File: src/redriver_eq_cfg.svh
`ifndef REDRIVER_EQ_CFG_SVH
`define REDRIVER_EQ_CFG_SVH
// ---------------------------------------------
// register offsets
// ---------------------------------------------
`define OFS_LANE2_EQ_LEVELS_HIGH 8'h0a
`define OFS_LANE3_EQ_LEVELS_LOW 8'h0b
`define OFS_LANE3_EQ_LEVELS_HIGH 8'h0c
`define OFS_OUTPUT_CONDITIONING 8'h0d
// ---------------------------------------------
// field positions and reset values
// ---------------------------------------------
`define EQ_HI_MSB 6
`define EQ_HI_LSB 4
`define EQ_LO_MSB 2
`define EQ_LO_LSB 0
`define BOOST_MSB 4
`define BOOST_LSB 3
`define SWING_BIT 2
`define PRE_MSB 1
`define PRE_LSB 0
`define EQ_RESET 3'h0
`define BOOST_RESET 2'h1
`define SWING_RESET 1'h0
`define PRE_RESET 2'h0
`endif

File: src/redriver_eq_pkg.sv
package redriver_eq_pkg;
  // boost trim codes
  typedef enum logic [1:0] {
    boost_lower = 2'h0,
    boost_nominal = 2'h1,
    boost_higher = 2'h2,
    boost_reserved = 2'h3
  } boost_e;
  // tmds pre-emphasis codes
  typedef enum logic [1:0] {
    pre_none = 2'h0,
    pre_low = 2'h1,
    pre_high = 2'h2,
    pre_reserved = 2'h3
  } tmds_pre_e;
endpackage
File: src/redriver_eq_output_config.sv
`timescale 1ns/1ps
`default_nettype none
`include "redriver_eq_cfg.svh"
module redriver_eq_output_config (
  input wire logic clock,
  input wire logic rst,
  input wire logic clk_en,
  input wire logic wr_en,
  input wire logic [7:0] wr_addr,
  input wire logic [7:0] wr_data,
  input wire logic [7:0] rd_addr,
  output logic [7:0] rd_data,
  input wire logic register_eq_control_on,
  input wire logic dp_sink_selected,
  input wire logic link_training_on,
  input wire logic [1:0] lane2_trained_level,
  input wire logic [1:0] lane3_trained_level,
  input wire logic preemph_enabled,
  input wire logic sink_cable_adapter_detect,
  output logic lane2_eq_apply,
  output logic [2:0] lane2_eq_code,
  output logic lane3_eq_apply,
  output logic [2:0] lane3_eq_code,
  output logic [1:0] preemph_trim,
  output logic [1:0] swing_trim,
  output logic tmds_active,
  output logic tmds_swing_select,
  output logic [1:0] tmds_preemph_select
);
  // ---------------------------------------------
  // pin synchronisers
  // ---------------------------------------------
  // every pin is asynchronous to clock, so nothing below reads it before two flops
  logic [4:0] sync1; // first stage only, may be metastable
  logic [4:0] sync2; // usable stage
  logic [4:0] next_sync1; // pins bundled for the first stage
  logic eq_on_s, dp_sel_s, train_s, pre_on_s, cad_s;
  logic [1:0] l2_lvl_s, l3_lvl_s;
  logic [1:0] l2_lvl_raw, l3_lvl_raw;
  // bundle the pins
  always_comb begin
    next_sync1 = {register_eq_control_on, dp_sink_selected, link_training_on, preemph_enabled,
                  sink_cable_adapter_detect};
  end
  // two flops per pin
  always_ff @(posedge clock) begin
    if (rst) begin
      // all pins read as low until the stages refill
      sync1 <= 5'h00;
      sync2 <= 5'h00;
    end else if (clk_en) begin
      sync1 <= next_sync1;
      sync2 <= sync1;
    end
  end
  logic [3:0] lvl1; // first stage of the trained levels
  logic [3:0] lvl2; // usable stage of the trained levels
  logic [3:0] next_lvl1; // level pins bundled for the first stage
  // bundle the trained level pins, lane 2 in the upper half
  always_comb begin
    next_lvl1 = {lane2_trained_level, lane3_trained_level};
  end
  // two flops per level pin; the bits are sampled one by one, so a level that changes
  // while training settles may show a mixed code for one cycle
  always_ff @(posedge clock) begin
    if (rst) begin
      lvl1 <= 4'h0;
      lvl2 <= 4'h0;
    end else if (clk_en) begin
      lvl1 <= next_lvl1;
      lvl2 <= lvl1;
    end
  end
  // split the usable stages back into named signals
  assign {eq_on_s, dp_sel_s, train_s, pre_on_s, cad_s} = sync2;
  assign {l2_lvl_raw, l3_lvl_raw} = lvl2;
  assign l2_lvl_s = l2_lvl_raw;
  assign l3_lvl_s = l3_lvl_raw;
  // ---------------------------------------------
  // configuration registers
  // ---------------------------------------------
  // lane 2 levels 0 and 1 have no writable field here and stay at their reset value
  logic [2:0] eq2 [4]; // lane 2 fields per level
  logic [2:0] eq3 [4]; // lane 3 fields per level
  logic [1:0] boost; // global boost trim
  logic swing_sel; // tmds swing bit
  logic [1:0] pre_sel; // tmds pre-emphasis
  logic [2:0] next_eq2 [4];
  logic [2:0] next_eq3 [4];
  logic [1:0] next_boost;
  logic next_swing_sel;
  logic [1:0] next_pre_sel;
  // write decode
  always_comb begin
    // every field holds its value unless written
    next_eq2 = eq2;
    next_eq3 = eq3;
    next_boost = boost;
    next_swing_sel = swing_sel;
    next_pre_sel = pre_sel;
    // a reserved code 11 is stored as written; the host must keep it out
    // unmapped addresses fall through and change nothing
    if (wr_en) begin
      if (wr_addr == `OFS_LANE2_EQ_LEVELS_HIGH) begin
        next_eq2[2] = wr_data[`EQ_HI_MSB:`EQ_HI_LSB];
        next_eq2[3] = wr_data[`EQ_LO_MSB:`EQ_LO_LSB];
      end else if (wr_addr == `OFS_LANE3_EQ_LEVELS_LOW) begin
        next_eq3[0] = wr_data[`EQ_HI_MSB:`EQ_HI_LSB];
        next_eq3[1] = wr_data[`EQ_LO_MSB:`EQ_LO_LSB];
      end else if (wr_addr == `OFS_LANE3_EQ_LEVELS_HIGH) begin
        next_eq3[2] = wr_data[`EQ_HI_MSB:`EQ_HI_LSB];
        next_eq3[3] = wr_data[`EQ_LO_MSB:`EQ_LO_LSB];
      end else if (wr_addr == `OFS_OUTPUT_CONDITIONING) begin
        next_boost = wr_data[`BOOST_MSB:`BOOST_LSB];
        next_swing_sel = wr_data[`SWING_BIT];
        next_pre_sel = wr_data[`PRE_MSB:`PRE_LSB];
      end
    end
  end
  // register update, defaults on reset
  // clk_en low freezes every field; reset wins over clk_en
  always_ff @(posedge clock) begin
    if (rst) begin
      for (int i = 0; i < 4; i++) begin
        eq2[i] <= `EQ_RESET;
        eq3[i] <= `EQ_RESET;
      end
      boost <= `BOOST_RESET;
      swing_sel <= `SWING_RESET;
      pre_sel <= `PRE_RESET;
    end else if (clk_en) begin
      eq2 <= next_eq2;
      eq3 <= next_eq3;
      boost <= next_boost;
      swing_sel <= next_swing_sel;
      pre_sel <= next_pre_sel;
    end
  end
  // ---------------------------------------------
  // equalizer selection
  // ---------------------------------------------
  // pick the lane field from trained level or fixed level 1
  // outside training the level input is ignored, so a stale level cannot leak through
  function automatic logic [2:0] pick_eq(input logic [2:0] f0, input logic [2:0] f1,
                                         input logic [2:0] f2, input logic [2:0] f3,
                                         input logic trained, input logic [1:0] lvl);
    logic [2:0] r;
    r = f1;
    if (trained) begin
      case (lvl)
        2'h0: r = f0;
        2'h1: r = f1;
        2'h2: r = f2;
        default: r = f3;
      endcase
    end
    return r;
  endfunction
  logic next_eq_apply;
  logic [2:0] next_l2_code, next_l3_code;
  logic next_tmds;
  logic [1:0] next_pre_trim, next_swing_trim;
  logic [7:0] next_rd;
  // output conditioning; codes carry the gain tables to the analog side
  // trims rest at nominal whenever the sink is not selected
  always_comb begin
    next_eq_apply = eq_on_s && dp_sel_s;
    next_l2_code = pick_eq(eq2[0], eq2[1], eq2[2], eq2[3], train_s, l2_lvl_s);
    next_l3_code = pick_eq(eq3[0], eq3[1], eq3[2], eq3[3], train_s, l3_lvl_s);
    next_tmds = dp_sel_s && cad_s;
    next_pre_trim = redriver_eq_pkg::boost_nominal;
    next_swing_trim = redriver_eq_pkg::boost_nominal;
    if (dp_sel_s) begin
      if (pre_on_s) begin
        next_pre_trim = boost;
      end else begin
        next_swing_trim = boost;
      end
    end
    // read mux, unmapped reads zero
    // reserved bits of every register read back as zero
    next_rd = 8'h00;
    if (rd_addr == `OFS_LANE2_EQ_LEVELS_HIGH) begin
      next_rd = {1'b0, eq2[2], 1'b0, eq2[3]};
    end else if (rd_addr == `OFS_LANE3_EQ_LEVELS_LOW) begin
      next_rd = {1'b0, eq3[0], 1'b0, eq3[1]};
    end else if (rd_addr == `OFS_LANE3_EQ_LEVELS_HIGH) begin
      next_rd = {1'b0, eq3[2], 1'b0, eq3[3]};
    end else if (rd_addr == `OFS_OUTPUT_CONDITIONING) begin
      next_rd = {3'h0, boost, swing_sel, pre_sel};
    end
  end
  // registered outputs
  // every output leaves a flop, so the analog side never sees decode glitches
  always_ff @(posedge clock) begin
    if (rst) begin
      // trims rest at nominal, everything else low
      lane2_eq_apply <= 1'b0;
      lane3_eq_apply <= 1'b0;
      lane2_eq_code <= `EQ_RESET;
      lane3_eq_code <= `EQ_RESET;
      preemph_trim <= `BOOST_RESET;
      swing_trim <= `BOOST_RESET;
      tmds_active <= 1'b0;
      tmds_swing_select <= `SWING_RESET;
      tmds_preemph_select <= `PRE_RESET;
      rd_data <= 8'h00;
    end else if (clk_en) begin
      lane2_eq_apply <= next_eq_apply;
      lane3_eq_apply <= next_eq_apply;
      lane2_eq_code <= next_l2_code;
      lane3_eq_code <= next_l3_code;
      preemph_trim <= next_pre_trim;
      swing_trim <= next_swing_trim;
      tmds_active <= next_tmds;
      // tmds fields are plain register copies; tmds_active tells the lanes when they count
      tmds_swing_select <= swing_sel;
      tmds_preemph_select <= pre_sel;
      rd_data <= next_rd;
    end
  end
endmodule
`default_nettype wire

File: config.mk
export PLATFORM = sky130hd
export DESIGN_NAME = redriver_eq_output_config
export DESIGN_NICKNAME = d
export VERILOG_FILES = /design/src/redriver_eq_pkg.sv /design/src/redriver_eq_output_config.sv
export VERILOG_INCLUDE_DIRS = /design/src
export SDC_FILE = /design/constraint.sdc
export NUM_CORES = 1
export LEC_CHECK = 0
export ABC_AREA = 1
export BUFFER_PORTS_ARGS = -buffer_cell sky130_fd_sc_hd__buf_2
export CELL_PAD_IN_SITES_DETAIL_PLACEMENT = 0
export CELL_PAD_IN_SITES_GLOBAL_PLACEMENT = 1
export CORE_MARGIN = 1.5
export CORE_UTILIZATION = 34
export CTS_CLUSTER_SIZE = 12
export DETAILED_ROUTE_END_ITERATION = 8
export PLACE_DENSITY_LB_ADDON = 0.25
export SLEW_MARGIN = 20
export SYNTH_ARGS = -nofsm -noshare
export SYNTH_HDL_FRONTEND = slang
export SYNTH_SLANG_ARGS = --single-unit
File: constraint.sdc
create_clock -name clock -period 1.2 [get_ports clock]
set_clock_uncertainty 0.1 [all_clocks]
set_input_delay 0.12 -clock clock [delete_from_list [all_inputs] [get_ports clock]]
set_output_delay 0.12 -clock clock [all_outputs]
set_load 0.02 [all_outputs]
==> impl_metrics.json <==
{
  "outcome": "completed",
  "gp_congestion": 0.891,
  "clock_power_share_pct": 43.5,
  "slowest_stage": "dfxtp_2",
  "fin_ws_ps": 122,
  "dp.final_hpwl_mm": 5.41,
  "finalCritPeriodShare_pct": 89.9,
  "grt_pass1_vias": 2474,
  "cts_buffers": 9,
  "setup_viol": 0,
  "yosysTopAreaCell": "dfxtp_1",
  "clk_latency_ps": 340,
  "power_switching_w": 0.00109,
  "yosysUniqueCellTypes": 23,
  "wire_per_inst_um": 12.5,
  "cts_setup_buffers": 0,
  "grt_max_degree": 33,
  "pre_cts_ws_ps": -127,
  "period_needed_ps": 1080,
  "ctsLongestPathBuffers": 2,
  "met2_length_mm": 3.14,
  "top_layer": "met4",
  "synthTopCellsByCount": "63 x dfxtp_1, 52 x nand2_1, 51 x o21ai_0",
  "vias_per_cell": 4.67,
  "cp_cell_sequence": "nor2_2 -> nand2_1 -> nand3_1 -> o211ai_1 -> a21oi_1",
  "drt-initial-drc-count": 167,
  "htreeDepth": 3,
  "num_io_pins": 61,
  "grt_antenna_before_repair": 0,
  "hp-class": "in2reg",
  "maxSlewViolCount": 0,
  "postRouteAntennaNets": 0,
  "crit_path_end_kind": "flip-flop",
  "cts_tree": "built",
  "cp_max_fo": 8,
  "postLayoutCellArea_sq_mm": 0.00367,
  "synthArstFlopShare_pct": 0,
  "critical_path_buf_inv_count": 0,
  "maxCapViolCount": 0,
  "placed_area_sq_mm": 0.00330,
  "grt_remaining_overflow": 0,
  "share_seq_of_total_power_pct": 46.8,
  "dieArea_sq_mm": 0.00851,
  "area_growth_pct": 35.6,
  "ys_seq_area_share_pct": 46.6,
  "wl_mm": 7.25,
  "synth_nets": 413,
  "arrival_ps": 1250,
  "p_int_w": 0.00357,
  "critPathLaunchType": "flip-flop",
  "synth.cell_area_sq_mm": 0.00271,
  "whs_ps": 43.7,
  "critPathTopFamily": "flip-flops",
  "ys_top_cells_by_area": "dfxtp_1 47%, o21ai_0 9.4%, a21oi_1 7.9%, nand2_1 7.2%, nor2_1 6.9%",
  "rsz0062_at_grt": "false",
  "max-vdd-ir-drop_v": 0.000640,
  "p_leak_nw": 1.64,
  "grt_pass1_wl_mm": 12.0,
  "path_clk_slew_ps": 70,
  "cts-root-buf": "clkbuf_8",
  "synth_edf_count": 0,
  "crit_required_ps": 1370,
  "p_comb_share_pct": 9.7,
  "coreArea_sq_mm": 0.00773,
  "hold_viol_final": 0,
  "finalNetCount": 509,
  "p_per_area_mw_per_mm2": 1270,
  "max_stage_delay_ps": 360,
  "fmax_mhz": 927,
  "ys_seq_elements": 63,
  "rows": 32,
  "sw_frac_of_total_pct": 23.5,
  "postSynthCellCount": 376,
  "cts_sinks": 63,
  "yosysTopAreaCellShare_pct": 46.6,
  "tns_ps": 0,
  "met1Wirelength_mm": 3.62,
  "drc": 0,
  "die_h_um": 92.3,
  "dr_total_vias": 2698,
  "worstSetupPathType": "reg2reg",
  "yosysWarnings": 0,
  "initial_core_util_pct": 35.1,
  "io_buffer_count": 58,
  "drive_above_1_share_pct": 23.5,
  "wl_met3_um": 377,
  "first_pass_iters": 4,
  "syn_avg_cell_area_sq_um": 7.20,
  "n_antenna_cell": 0,
  "grt_usage_pct": 18.2,
  "yosys_most_used_dff": "dfxtp_1",
  "yosysMostFrequentCell": "dfxtp_1",
  "die_x_um": 92.3
}
## kinds of logic after synthesis
kind of cell    count (synthesis)  share of synthesized area [%]
compound gates                103                           19.7
buf+inv                        66                           10.2
simple gates                  143                           23.4
flops                          63                           46.6
other cells                     1                          0.138
## metrics by stage
step / utilization [%] / instances / total power [W]
after global placement: 42.7 / 547 / 0.00264
final: 47.5 / 578 / 0.00466
after CTS: 47.5 / 578 / 0.00469
after detailed placement: 42.7 / 547 / 0.00264
after floorplan: - / 376 / 0.00244
after global routing: 47.5 / 578 / 0.00487
## repair_timing
action,in CTS,in global routing
gates resized for setup,0,3
endpoints found under the setup margin,0,2
hold buffers,16,0
hold endpoints to repair,22,0
## worst paths after layout
| kind | startpoint | endpoint | slack [ps] | depth (start not counted) |
|---|---|---|---|---|
| min | rst | lane2_eq_code[2] | 40 | 3 |
| min reg2reg | lane2_eq_code[2] | lane2_eq_code[2] | 360 | 2 |
| max reg2reg | lvl2[0] | lane3_eq_code[1] | 120 | 5 |
| max | lvl2[0] | lane3_eq_code[1] | 120 | 5 |
## placed cells by master, fill, tap and decap left out, types with 10 or more instances in the layout
cell type,n
dfxtp_1,61
buf_2,58
nand2_1,52
o21ai_0,51
nor2_1,49
inv_1,45
a21oi_1,43
buf_4,29
nand3_1,25
dlygate4sd3_1,16
clkbuf_8,10
## power groups by stage
stage	clock, W	sequential [W]	combinational, W
global placement	0	0.00223	0.000412
finish	0.00203	0.00218	0.000453
CTS	0.00206	0.00218	0.000455
detailed placement	0	0.00223	0.000414
floorplan	0	0.00224	0.000202
global route	0.00217	0.00219	0.000510
## worst min-delay path: stages
cell,delay (ps)
buf_2,90
buf_4,180
a21oi_1,50
## flip-flops by register name, indices dropped and copies added, names as in the netlist, 2 cells and up
signal               count
tmds_preemph_select      2
swing_trim               2
lvl1                     4
preemph_trim             2
sync2                    5
lane3_eq_code            3
sync1                    5
lane2_eq_code            3
eq2                      6
boost                    2
lvl2                     4
rd_data                  7
eq3                     12
pre_sel                  2
## cell type report
cell class / count / area [sq um]
Multi-Input combinational cell: 247 / 1170
Clock inverter: 4 / 70.1
Sequential cell: 63 / 1260
Inverter: 45 / 169
Clock buffer: 11 / 141
Fill cell: 799 / 4050
Timing Repair Buffer: 106 / 728
Tap cell: 102 / 128
## metal layers
metal	vias to the layer above	track usage, %
met3	10	5.14
met5	-	0
met2	66	28.1
met1	1189	24.2
met4	0	6.28
li1	1433	-
No activity file was read; power rests on OpenSTA's default activity.
